===== src/fbmcu_pkg.sv =====
// shared constants and types for the 4-bit controller core datapath
//**********************************************************************
// Notes on behaviour
// RULE_01: initialize runs after init pin low over four
// RULE_02: interrupt taken only after pin low over four
// RULE_03: source holds interrupt pin high two cycles between
// RULE_04: alu adds two nibbles plus previous carry
// RULE_05: alu yields one nibble and one carry
// RULE_06: working register feeds and receives alu data
// RULE_07: flag bit 0 keeps carry or borrow
// RULE_08: flag bit 1 follows latest alu outcome
// RULE_09: conditional branch tests flag bit 1
// RULE_10: flag bit 2 enables interrupts, program writable
// RULE_11: interrupt entry clears the enable flag
// RULE_12: initialize clears the interrupt enable flag
// RULE_13: flag bit 3 is plain software storage
// RULE_14: low pointer gives low four ram address bits
// RULE_15: page pointer gives two or three upper bits
// RULE_16: unused page pointer bits read zero
// RULE_17: four return levels, interrupt entry included
// RULE_18: one interrupt input, one level, no priority
// RULE_19: instructions last one or two machine cycles
// RULE_20: emulator inhibit pin held low when unused
// RULE_21: test pin held high outside factory test
// RULE_22: program address out, program word in
// RULE_23: initialize clears the program counter
// RULE_24: requests align to the machine cycle timer
// RULE_25: initialize leaves data registers untouched
//**********************************************************************
package fbmcu_pkg;
  localparam int         CLK_MHZ   = 50;     // mclk rate
  localparam int         MCYC_NS   = 4000;   // one machine cycle
  localparam int         MCYC_CLKS = MCYC_NS * CLK_MHZ / 1000;
  localparam int         MCYC_W    = $clog2(MCYC_CLKS);
  localparam logic [MCYC_W-1:0] MCYC_LAST = MCYC_W'(MCYC_CLKS - 1);
  localparam logic [MCYC_W-1:0] MCYC_HALF = MCYC_W'(MCYC_CLKS / 2);
  localparam logic [2:0] FILT_CNT  = 3'h4;   // lows that must be exceeded
  localparam logic [10:0] PC_INIT  = 11'h000;
  // register byte offsets
  localparam logic [7:0] A_WORK = 8'h00;
  localparam logic [7:0] A_FLAG = 8'h04;
  localparam logic [7:0] A_LOW  = 8'h08;
  localparam logic [7:0] A_PAGE = 8'h0C;
  localparam logic [7:0] A_CMD  = 8'h10;
  localparam logic [7:0] A_STAT = 8'h14;
  localparam logic [7:0] A_PC   = 8'h18;
  // status field positions
  localparam int S_BUSY  = 0;
  localparam int S_INIT  = 1;
  localparam int S_PEND  = 2;
  localparam int S_DEPTH = 4;
  localparam int S_WORD  = 8;
  localparam logic [1:0] RESP_OK  = 2'h0;
  localparam logic [1:0] RESP_ERR = 2'h2;
  typedef enum logic [2:0] {
    ALU_ADD = 3'h0, ALU_SUB = 3'h1, ALU_AND = 3'h2,
    ALU_OR = 3'h3, ALU_XOR = 3'h4, ALU_LOAD = 3'h5
  } fbmcu_op_t;
  typedef enum logic [1:0] {
    FL_ALU = 2'h0, FL_CALL = 2'h1, FL_RET = 2'h2, FL_BRF = 2'h3
  } fbmcu_flow_t;
  typedef enum logic [1:0] {
    ST_IDLE = 2'h0, ST_RUN1 = 2'h1, ST_RUN2 = 2'h3
  } fbmcu_state_t;
  typedef struct packed {
    logic [4:0]  rsv_hi;
    logic [10:0] target;
    logic [5:0]  rsv;
    fbmcu_flow_t flow;
    logic        two;
    fbmcu_op_t   op;
    logic [3:0]  imm;
  } fbmcu_cmd_t;
  typedef struct packed {
    logic g;
    logic irq_allow;
    logic f;
    logic c;
  } fbmcu_flag_t;
endpackage


===== src/fbmcu_core.sv =====
// core datapath: alu, working and flag registers, ram pointers, sequencing
//
// Chosen here: register access over AXI4-Lite and the register offsets.
`timescale 1ns/10ps
module fbmcu_core
  import fbmcu_pkg::*;
#(
  parameter int          PAGE_BITS = 3,      // 2 on the small variant
  parameter int          NEST      = 4,      // return levels
  parameter logic [10:0] IRQ_VEC   = 11'h001 // service entry, arbitrary
) (
  input  wire logic                   mclk,
  input  wire logic                   resetn,
  input  wire logic [7:0]             awaddr,
  input  wire logic                   awvalid,
  output logic                        awready,
  input  wire logic [31:0]            wdata,
  input  wire logic [3:0]             wstrb,
  input  wire logic                   wvalid,
  output logic                        wready,
  output logic [1:0]                  bresp,
  output logic                        bvalid,
  input  wire logic                   bready,
  input  wire logic [7:0]             araddr,
  input  wire logic                   arvalid,
  output logic                        arready,
  output logic [31:0]                 rdata,
  output logic [1:0]                  rresp,
  output logic                        rvalid,
  input  wire logic                   rready,
  input  wire logic                   init_pin_n,
  input  wire logic                   irq_pin_n,
  input  wire logic                   irq_block_emu,
  input  wire logic [7:0]             ext_rom_word,
  output logic [10:0]                 ext_rom_addr,
  output logic [PAGE_BITS+3:0]        ram_addr,
  output logic                        core_clock_out
);

  //********************************************************************
  // helpers
  //********************************************************************
  // word decode, low address bits ignored
  function automatic logic hit(input logic [7:0] a, input logic [7:0] o);
    hit = (a[7:2] == o[7:2]);
  endfunction

  // byte strobes widened to a bit mask
  function automatic logic [31:0] lanes(input logic [3:0] s);
    lanes = {{8{s[3]}}, {8{s[2]}}, {8{s[1]}}, {8{s[0]}}};
  endfunction

  //********************************************************************
  // declarations
  //********************************************************************
  logic [3:0]           work_reg;     // accumulator
  fbmcu_flag_t          flag_reg;     // g, enable, branch, carry
  logic [3:0]           ram_low_ptr;  // in-page address
  logic [PAGE_BITS-1:0] ram_page_ptr; // page select
  fbmcu_cmd_t           cmd_q;        // instruction under way
  fbmcu_state_t         state;        // sequencer
  logic [MCYC_W-1:0]    exec_cnt;     // clocks left in machine cycle
  logic [MCYC_W-1:0]    mcyc_cnt;     // free machine cycle timer
  logic [2:0]           depth;        // levels in use
  logic [10:0]          stack [NEST]; // return addresses
  logic [1:0]           pin_n;        // raw request pins
  logic [2:0]           low_cnt [2];  // low run length
  logic                 qual [2];     // qualified low level
  logic                 irq_qual_d;   // edge memory
  logic                 irq_pend;     // accepted request waiting
  logic [9:0]           run_len;      // clocks since launch
  logic                 aw_got;
  logic                 w_got;
  logic [7:0]           aw_q;
  logic [31:0]          wd_q;
  logic [31:0]          rd_val;
  logic                 rd_ok;
  logic                 wr_go;
  logic                 wr_ok;
  logic                 init_act;
  logic                 tick;
  logic                 launch;
  logic                 exec_done;
  logic                 irq_take;
  logic                 push;
  logic [1:0]           push_idx;
  logic [1:0]           pop_idx;
  logic [10:0]          pc_inc;
  logic [3:0]           alu_operand_a;
  logic [3:0]           alu_operand_b;
  logic [4:0]           alu_sum;
  logic                 is_arith;

  //********************************************************************
  // request pin qualification
  //********************************************************************
  assign pin_n = {irq_pin_n, init_pin_n}; // single interrupt input RULE_18

  // a low must outlast four clocks; glitches shorter than that vanish
  for (genvar i = 0; i < 2; i++) begin : g_filt
    always_ff @(posedge mclk or negedge resetn) begin
      if (!resetn) begin
        low_cnt[i] <= 3'h0;
        qual[i]    <= 1'b0;
      end else if (pin_n[i]) begin
        low_cnt[i] <= 3'h0;
        qual[i]    <= 1'b0;
      end else if (low_cnt[i] != FILT_CNT) begin
        low_cnt[i] <= low_cnt[i] + 3'h1;
      end else begin
        qual[i]    <= 1'b1; // RULE_01 RULE_02
      end
    end
  end

  assign init_act = qual[0];

  // rearm needs a high sample; the source keeps it high long enough
  always_ff @(posedge mclk or negedge resetn) begin
    if (!resetn) begin
      irq_qual_d <= 1'b0;
    end else begin
      irq_qual_d <= qual[1]; // RULE_03
    end
  end

  // pending request: a new request wins over the take
  always_ff @(posedge mclk or negedge resetn) begin
    if (!resetn) begin
      irq_pend <= 1'b0;
    end else if (init_act) begin
      irq_pend <= 1'b0;
    end else if (qual[1] && !irq_qual_d) begin
      irq_pend <= 1'b1; // RULE_02
    end else if (irq_take) begin
      irq_pend <= 1'b0;
    end
  end

  //********************************************************************
  // machine cycle timer
  //********************************************************************
  // restarted by initialize so requests align to its boundaries
  always_ff @(posedge mclk or negedge resetn) begin
    if (!resetn) begin
      mcyc_cnt <= '0;
    end else if (init_act || mcyc_cnt == MCYC_LAST) begin
      mcyc_cnt <= '0; // RULE_24
    end else begin
      mcyc_cnt <= mcyc_cnt + MCYC_W'(1);
    end
  end

  assign tick = (mcyc_cnt == MCYC_LAST);

  // internal clock out, high in the first half of each cycle
  always_ff @(posedge mclk or negedge resetn) begin
    if (!resetn) begin
      core_clock_out <= 1'b0;
    end else begin
      core_clock_out <= (mcyc_cnt < MCYC_HALF);
    end
  end

  //********************************************************************
  // interrupt entry
  //********************************************************************
  // taken only between instructions on a cycle boundary
  assign irq_take = tick && irq_pend && flag_reg.irq_allow // RULE_10 RULE_24
                    && !irq_block_emu && state == ST_IDLE // RULE_20
                    && depth < 3'(NEST) && !init_act; // RULE_17

  //********************************************************************
  // instruction sequencer
  //********************************************************************
  assign launch = wr_go && hit(aw_q, A_CMD) && state == ST_IDLE
                  && !init_act && !irq_take;
  assign exec_done = !init_act && state != ST_IDLE && exec_cnt == '0
                     && (state == ST_RUN2 || !cmd_q.two);

  // commands arriving while busy are dropped
  always_ff @(posedge mclk or negedge resetn) begin
    if (!resetn) begin
      state    <= ST_IDLE;
      exec_cnt <= '0;
      cmd_q    <= '0;
    end else if (init_act) begin
      state    <= ST_IDLE;
    end else if (launch) begin
      state    <= ST_RUN1;
      exec_cnt <= MCYC_LAST;
      cmd_q    <= wd_q;
    end else begin
      unique case (state)
        ST_IDLE: begin
          exec_cnt <= '0;
        end
        ST_RUN1: begin
          if (exec_cnt != '0) begin
            exec_cnt <= exec_cnt - MCYC_W'(1);
          end else if (cmd_q.two) begin
            state    <= ST_RUN2; // RULE_19
            exec_cnt <= MCYC_LAST;
          end else begin
            state    <= ST_IDLE; // RULE_19
          end
        end
        ST_RUN2: begin
          if (exec_cnt != '0) begin
            exec_cnt <= exec_cnt - MCYC_W'(1);
          end else begin
            state    <= ST_IDLE;
          end
        end
        default: begin
          state    <= ST_IDLE; // unused code
        end
      endcase
    end
  end

  // launch-to-finish length, read only by checks
  always_ff @(posedge mclk or negedge resetn) begin
    if (!resetn) begin
      run_len <= '0;
    end else if (launch) begin
      run_len <= '0;
    end else if (state != ST_IDLE) begin
      run_len <= run_len + 10'h001;
    end
  end

  //********************************************************************
  // alu
  //********************************************************************
  assign alu_operand_a = work_reg; // RULE_06
  assign alu_operand_b = cmd_q.imm;
  assign is_arith = (cmd_q.op == ALU_ADD) || (cmd_q.op == ALU_SUB);

  // bit 4 of the sum is carry out, or borrow on subtract
  always_comb begin
    alu_sum = 5'h00;
    unique case (cmd_q.op)
      ALU_ADD:  alu_sum = {1'b0, alu_operand_a} + {1'b0, alu_operand_b}
                          + {4'h0, flag_reg.c}; // RULE_04 RULE_05
      ALU_SUB:  alu_sum = {1'b0, alu_operand_a} - {1'b0, alu_operand_b}
                          - {4'h0, flag_reg.c}; // RULE_04 RULE_05
      ALU_AND:  alu_sum = {1'b0, alu_operand_a & alu_operand_b};
      ALU_OR:   alu_sum = {1'b0, alu_operand_a | alu_operand_b};
      ALU_XOR:  alu_sum = {1'b0, alu_operand_a ^ alu_operand_b};
      ALU_LOAD: alu_sum = {1'b0, alu_operand_b};
      default:  alu_sum = 5'h00; // codes 6 and 7 are illegal
    endcase
  end

  //********************************************************************
  // working, pointer and flag registers
  //********************************************************************
  // data registers: initialize does not touch them
  always_ff @(posedge mclk or negedge resetn) begin
    if (!resetn) begin
      work_reg     <= 4'h0;
      ram_low_ptr  <= 4'h0;
      ram_page_ptr <= '0;
    end else begin
      if (exec_done && cmd_q.flow == FL_ALU) begin
        work_reg <= alu_sum[3:0]; // RULE_06 RULE_25
      end else if (wr_go && hit(aw_q, A_WORK)) begin
        work_reg <= wd_q[3:0];
      end
      if (wr_go && hit(aw_q, A_LOW)) begin
        ram_low_ptr <= wd_q[3:0]; // RULE_14
      end
      if (wr_go && hit(aw_q, A_PAGE)) begin
        ram_page_ptr <= wd_q[PAGE_BITS-1:0]; // RULE_15
      end
    end
  end

  assign ram_addr = {ram_page_ptr, ram_low_ptr}; // RULE_14 RULE_15

  // hardware result wins over a software write in the same cycle
  always_ff @(posedge mclk or negedge resetn) begin
    if (!resetn) begin
      flag_reg <= '0;
    end else begin
      if (exec_done && cmd_q.flow == FL_ALU && is_arith) begin
        flag_reg.c <= alu_sum[4]; // RULE_07
      end else if (wr_go && hit(aw_q, A_FLAG)) begin
        flag_reg.c <= wd_q[0];
      end
      if (exec_done && cmd_q.flow == FL_ALU) begin
        flag_reg.f <= is_arith ? alu_sum[4] : (alu_sum[3:0] == 4'h0); // RULE_08
      end else if (wr_go && hit(aw_q, A_FLAG)) begin
        flag_reg.f <= wd_q[1];
      end
      if (init_act) begin
        flag_reg.irq_allow <= 1'b0; // RULE_12
      end else if (irq_take) begin
        flag_reg.irq_allow <= 1'b0; // RULE_11
      end else if (wr_go && hit(aw_q, A_FLAG)) begin
        flag_reg.irq_allow <= wd_q[2]; // RULE_10
      end
      if (wr_go && hit(aw_q, A_FLAG)) begin
        flag_reg.g <= wd_q[3]; // RULE_13
      end
    end
  end

  //********************************************************************
  // program counter and return stack
  //********************************************************************
  // a fifth level overwrites the newest slot (NEST-1), as on the original
  assign push = !init_act && (irq_take || (exec_done && cmd_q.flow == FL_CALL));
  assign push_idx = (depth >= 3'(NEST)) ? 2'(NEST - 1) : depth[1:0];
  assign pop_idx = (depth == 3'h0) ? 2'h0 : 2'(depth - 3'h1);
  assign pc_inc = ext_rom_addr + 11'h001;

  always_ff @(posedge mclk) begin
    if (push) begin
      stack[push_idx] <= irq_take ? ext_rom_addr : pc_inc; // RULE_17
    end
  end

  always_ff @(posedge mclk or negedge resetn) begin
    if (!resetn) begin
      ext_rom_addr <= PC_INIT;
      depth        <= 3'h0;
    end else if (init_act) begin
      ext_rom_addr <= PC_INIT; // RULE_23
      depth        <= 3'h0;
    end else if (irq_take) begin
      ext_rom_addr <= IRQ_VEC; // RULE_17
      depth        <= depth + 3'h1;
    end else if (exec_done) begin
      unique case (cmd_q.flow)
        FL_ALU:  ext_rom_addr <= pc_inc; // RULE_22
        FL_CALL: begin
          ext_rom_addr <= cmd_q.target;
          depth <= (depth < 3'(NEST)) ? depth + 3'h1 : depth; // RULE_17
        end
        FL_RET:  begin
          ext_rom_addr <= stack[pop_idx];
          depth <= (depth != 3'h0) ? depth - 3'h1 : depth;
        end
        FL_BRF:  ext_rom_addr <= flag_reg.f ? cmd_q.target : pc_inc; // RULE_09
      endcase
    end
  end

  //********************************************************************
  // axi4-lite slave
  //********************************************************************
  assign wr_go = aw_got && w_got && !bvalid;
  assign wr_ok = hit(aw_q, A_WORK) || hit(aw_q, A_FLAG) || hit(aw_q, A_LOW)
                 || hit(aw_q, A_PAGE) || hit(aw_q, A_CMD) || hit(aw_q, A_STAT)
                 || hit(aw_q, A_PC);

  // address and data latch in either order; one write at a time
  always_ff @(posedge mclk or negedge resetn) begin
    if (!resetn) begin
      awready <= 1'b1;
      wready  <= 1'b1;
      aw_got  <= 1'b0;
      w_got   <= 1'b0;
      aw_q    <= 8'h00;
      wd_q    <= 32'h0000_0000;
      bvalid  <= 1'b0;
      bresp   <= RESP_OK;
    end else begin
      if (awvalid && awready) begin
        aw_got  <= 1'b1;
        aw_q    <= awaddr;
        awready <= 1'b0;
      end
      if (wvalid && wready) begin
        w_got  <= 1'b1;
        wd_q   <= wdata & lanes(wstrb);
        wready <= 1'b0;
      end
      if (wr_go) begin
        aw_got <= 1'b0;
        w_got  <= 1'b0;
        bvalid <= 1'b1;
        bresp  <= wr_ok ? RESP_OK : RESP_ERR;
      end
      if (bvalid && bready) begin
        bvalid  <= 1'b0;
        awready <= 1'b1;
        wready  <= 1'b1;
      end
    end
  end

  // read mux, unused bits zero
  always_comb begin
    rd_val = 32'h0000_0000;
    rd_ok  = 1'b1;
    if (hit(araddr, A_WORK)) begin
      rd_val[3:0] = work_reg;
    end else if (hit(araddr, A_FLAG)) begin
      rd_val[3:0] = flag_reg;
    end else if (hit(araddr, A_LOW)) begin
      rd_val[3:0] = ram_low_ptr;
    end else if (hit(araddr, A_PAGE)) begin
      rd_val[PAGE_BITS-1:0] = ram_page_ptr; // RULE_16
    end else if (hit(araddr, A_CMD)) begin
      rd_val = cmd_q;
    end else if (hit(araddr, A_STAT)) begin
      rd_val[S_BUSY] = (state != ST_IDLE);
      rd_val[S_INIT] = init_act;
      rd_val[S_PEND] = irq_pend;
      rd_val[S_DEPTH+2:S_DEPTH] = depth;
      rd_val[S_WORD+7:S_WORD] = ext_rom_word; // RULE_22
    end else if (hit(araddr, A_PC)) begin
      rd_val[10:0] = ext_rom_addr;
    end else begin
      rd_ok = 1'b0;
    end
  end

  always_ff @(posedge mclk or negedge resetn) begin
    if (!resetn) begin
      arready <= 1'b1;
      rvalid  <= 1'b0;
      rdata   <= 32'h0000_0000;
      rresp   <= RESP_OK;
    end else if (arvalid && arready) begin
      arready <= 1'b0;
      rvalid  <= 1'b1;
      rdata   <= rd_val;
      rresp   <= rd_ok ? RESP_OK : RESP_ERR;
    end else if (rvalid && rready) begin
      rvalid  <= 1'b0;
      arready <= 1'b1;
    end
  end
endmodule


===== config.mk =====
export PLATFORM = sky130hd
export DESIGN_NAME = fbmcu_core
export DESIGN_NICKNAME = d
export VERILOG_FILES = /design/src/fbmcu_pkg.sv /design/src/fbmcu_core.sv
export SDC_FILE = /design/constraint.sdc
export NUM_CORES = 1
export LEC_CHECK = 0
export ABC_AREA = 1
export ABC_CLOCK_PERIOD_IN_PS = 3000
export CAP_MARGIN = 10
export CORE_MARGIN = 2
export CORE_UTILIZATION = 50
export DETAILED_ROUTE_END_ITERATION = 10
export DONT_BUFFER_PORTS = 1
export GPL_TIMING_DRIVEN = 0
export PLACE_DENSITY = 0.74
export SLEW_MARGIN = 20
export SYNTH_ARGS = -nofsm -noshare
export SYNTH_HDL_FRONTEND = slang
export SYNTH_SLANG_ARGS = --single-unit
export TNS_END_PERCENT = 20

===== constraint.sdc =====
create_clock -name mclk -period 3 [get_ports mclk]
set_clock_uncertainty 0.1 [all_clocks]
set_input_delay 0.6 -clock mclk [delete_from_list [all_inputs] [get_ports mclk]]
set_output_delay 0.6 -clock mclk [all_outputs]
set_load 0.02 [all_outputs]

# Yosys cells after proc, flatten, opt, wreduce, memory -nomap -nowiden
# Memory sizes are Yosys's and may differ from the RTL's.
# Index checks and enable logic that the tools add are counted.
# totals
ram_bits,44
in_bits,70
out_inout_bits,60
regBits,173
wordCells,258
n_memories,1
# classes
bitwise,5
n_eq_ne,34
n_reduce_logical,76
muxes,90
n_lt_le_gt_ge,3
n_addsub,11
# mem_list
name,depth,word_bits,rd,rd_ports_with_merged_regs,wr,line,source
stack,4,11,1,0,1,fbmcu_core.sv:65,logic [10:0] stack [NEST];
# op_table
operator,count
$mux 28,3
$mux 11,6
$pmux 11 s4,1
$mux 1,40
$mux 8,5
$mux 3,13
$eq 6x3->1 const B,6
$and 32x32->32,1
$mux 16,2
$pmux 5 s6,1
$logic_and 1x1->1,29
$mux 29,1
$eq 6x2->1 const B,4
$pmux 8 s3,1
$reduce_bool 2->1,12
$mux 4,5
$mux 2,9
$ne 4x4->1 const B,4
$eq 6x1->1 const B,2
$logic_not 6->1,2
$reduce_bool 3->1,4
$add 11x1->11 const B,1
$logic_or 1x1->1,10
$add 3x1->3 const B,3
other kinds (37),54

# Logic depth before layout (Yosys ltp)
# depth
word_depth,11
depth_mapped,16
ltp_nobuf,14

# Worst setup path after synthesis
# No wires, ideal clock.
# synth_timing
path_type,in2reg
start,in irq_block_emu
end,"mem stack[0][0], enable pin"
arrival_time_ns,2.104
path_buffers,0
required_time_ns,2.507
stages,7
setup_time_ns,0.393
path_slack_ns,0.403
cell_sequence,nor2_1 nand3_1 nor2_4 nand3_2 inv_2 a21oi_1 nor3_1
# synth_via
elab_chain_len,9
# synth_lines
element,line,source
start: declaration,fbmcu_core.sv:33,"input wire logic irq_block_emu,"
$logic_not 1->1,fbmcu_core.sv:170,&& !irq_block_emu && state == ST_IDLE
$logic_and 1x1->1 (2 in a row),fbmcu_core.sv:170,
$logic_and 1x1->1 (2 in a row),fbmcu_core.sv:171,&& depth < 3'(NEST) && !init_act;
$logic_or 1x1->1,fbmcu_core.sv:314,assign push = !init_act && (irq_take || (exec_done && cmd_q.flow == FL_CALL));
$logic_and 1x1->1,fbmcu_core.sv:314,
$mux 1,fbmcu_core.sv:320,if (push) begin
$mux 1,fbmcu_core.sv:321,stack[push_idx] <= irq_take ? ext_rom_addr : pc_inc;
end: declaration,fbmcu_core.sv:65,
# Every way passes these cells.

# Final worst setup path
# layout_timing
start,reg mcyc_cnt[0]
end,"mem stack[1][6], enable pin"
# layout_via
elab_chain_len,11
# layout_lines
element,line,source
start: declaration,fbmcu_core.sv:63,logic [MCYC_W-1:0] mcyc_cnt;
start signal: assignment,fbmcu_core.sv:150,mcyc_cnt <= mcyc_cnt + MCYC_W'(1);
$eq 8x8->1,fbmcu_core.sv:154,assign tick = (mcyc_cnt == MCYC_LAST);
$logic_and 1x1->1 (2 in a row),fbmcu_core.sv:169,assign irq_take = tick && irq_pend && flag_reg.irq_allow
$logic_and 1x1->1 (2 in a row),fbmcu_core.sv:170,
$logic_and 1x1->1 (2 in a row),fbmcu_core.sv:171,
$logic_or 1x1->1,fbmcu_core.sv:314,
$logic_and 1x1->1,fbmcu_core.sv:314,
$mux 1,fbmcu_core.sv:320,
$mux 1,fbmcu_core.sv:321,
# Every way passes these cells.

==> reports/qor.yml <==
status: "finished with violations"
violations: "negative hold slack"
setup_slack_ns: 0.1685
worstPathMaxFanout: 10
synth_seq_cells: 213
crit_arrival_ns: 2.96
crit_buf_inv: 2
whs_ns: -0.3225
drt-total-wl_um: 28030
relSlewSlack: 0.5139
synth_area_per_cell_um2: 8.349
largest_register: "stack"
place.detailed.hpwl_um: 20430
fin_crit_sh: 0.9438
fp.dieH_um: 150.8
min_path_type: "in2async"
power_mw: 10.91
postRouteAntennaNets: 0
cp-end-kind: "flop"
synthMuxAreaShare: 0
synth_area_um2: 10770
cts_tree: "yes"
crit_chain: "ha_1 > nand2_1 > nor3_4 > nand3_2 > inv_2 > a21oi_1 > nor3_2 > buf_6"
grt_pass1_vias: 8344
place.gp.congestion: 0.9171
crit_required_ns: 3.13
crit_family: "simple AND/OR/NAND/NOR gates"
maxCapViolations: 0
drt_iter0_drc: 718
cts_buffer_depth: 3
fmax_ghz: 0.3532
synth_compound_area_frac: 0.1229
synth_edf_count: 44
cp-start-kind: "flop"
synth_fa_ha_area_frac: 0.04229
period_minus_slack_ns: 2.832
htreeDepth: 1
grt_overflow: 0
grt_pass1_wl_um: 44150
clk_pin_slew_worst_paths_ns: 0.06
crit_path_max_incr_delay_ns: 0.51
async_reset_ff_frac: 0.7934
cts-root-buf: "clkbuf_16"
yosys.area_share.simple: 0.2420
fp.dieArea_um2: 22730
synth_top_family_by_area: "simple AND/OR/NAND/NOR gates"
yosysMostFrequentCell: "nand2_1"
syn2layout_area_growth_pct: 11.09
coreArea_um2: 21090
dr.pass1.iters: 6
num_vias: 8897
drc: 0
pin_count: 130
synth_top_area_share: 0.3857
seq_area_frac_synth: 0.5157
synth_flop_cell: "dfrtp_1"
detail_route.vias_per_cell: 5.519
synthXorXnorAreaFrac: 0.006506
crit_type: "reg2reg"
cts.sinks: 213
clk_latency_ns: 0.53
final_max_slew_viol_count: 0
finalSetupViolations: 0
largest_reg_flops: 44
finish.net_count: 1424
p_leak_nw: 5.722
ir_drop_mv: 0.4721
rsz0062_at_grt: "false"
grt_max_degree: 170
powerDensity_nw_per_um2: 911.6
numCtsBuffers: 23
rows: 53
final-hold-violation-count: 169
synthTopCellsByCount: "nand2_1 (342), dfrtp_1 (166), o21ai_0 (161)"
yosysWarnings: 0
antenna_found_initial: 0
r2r_slack_ns: 0.17
diodes: 0
worstMarginPinSlew_ns: 0.7292
fin_tns_setup_ns: 0
grt_use_total: 0.2502
ys_types: 50
port_buffers: 0
crit_slowest_cell: "nor3_2"
synth_top_area_cell: "dfrtp_1"
dp_slack_ns: -0.2198
layout-drive-gt1-share: 0.09349
die_w_um: 150.8
synth_area_leaders: "dfrtp_1 (39%), edfxtp_1 (12%), nand2_1 (12%)"
top_regs: "stack: 44 flops, rdata: 32 flops, wd_q: 32 flops"
initial_core_util: 0.5107
utilization: 0.5674
syn_inst: 1290
routedWlPerCell_um: 17.39
-- metal layers --
layer,vias up,GRT usage,part of all wire
met5,-,0,0
met2,331,0.4075,0.47
li1,4267,-,-
met1,4227,0.3325,0.41
met4,0,0.09299,0.037
met3,72,0.05121,0.085
-- repair_timing --
action	in CTS	in global routing
endpoints found under the setup margin	22	46
cloned	0	0
setup buffers	0	2
gates resized for setup	3	7
endpoints found under the hold margin	169	169
pin swaps	0	1
-- area by class of cell --
type / count / area [um2]
Timing Repair Buffer: 4 / 33.78
Inverter: 145 / 546.8
Sequential cell: 213 / 5554
Fill cell: 1893 / 9123
Clock inverter: 8 / 61.31
Multi-Input combinational cell: 892 / 4502
Tap cell: 275 / 344.1
Clock buffer: 34 / 708.2
Buffer: 41 / 215.2
-- layout by cell type (no fill, tap or decap), drive strengths merged --
master    synthesis  layout
and3              1       1
inv             145     146
nor3             17      17
clkinv            0       6
a22oi             5       5
a211o             2       2
nand4            19      19
dfstp             3       3
o221ai            1       1
buf              21      26
o2111ai           1       1
conb              1       2
dfrtp           166     166
nor4              1       1
clkinvlp          0       1
xor2              6       6
nor3b             2       2
or2               4       4
fa                4       4
a21oi            39      39
nand3            80      80
o22ai            10      10
o211ai            4       4
ha               30      30
xnor2             2       2
a211oi            3       3
edfxtp           44      44
a311oi            1       1
a31oi             1       1
o21ai           175     175
nand2           356     356
clkbuf           20      53
nor2            126     126
-- cells by family (layout without fill, tap and decap cells) --
family	count (synthesis)	count (layout)
buf+inv	186	232
flops	213	213
other cells	1	2
simple gates	606	606
xor+xnor	8	8
fa+ha+maj	34	34
compound gates	242	242
-- path summary, 6_finish.rpt --
path                        startpoint          end  cells after the start
setup / recovery           mcyc_cnt[0]  stack[1][6]                      8
hold / removal                  resetn   low_cnt[5]                      0
setup reg to reg           mcyc_cnt[0]  stack[1][6]                      8
hold reg to reg                qual[0]   irq_qual_d                      0
max in group asynchronous       resetn      arready                      0
min in group mclk           init_pin_n     init_act                      1
-- report_power, final --
| part | internal, mW | total (mW) | switching (mW) |
|---|---|---|---|
| logic | 1.21 | 3.71 | 2.50 |
| clock network | 1.65 | 2.80 | 1.15 |
| registers | 3.65 | 4.40 | 0.748 |
| total | 6.50 | 10.9 | 4.40 |
-- stage by stage --
step           instance area (um2)  cells
6_report                     11970   1612
4_1_cts                      11940   1610
3_5_place_dp                 11160   1568
2_1_floorplan                10770   1291
3_3_place_gp                 11120   1566
5_1_grt                      11970   1612
(Power assumes the default switching activity.)
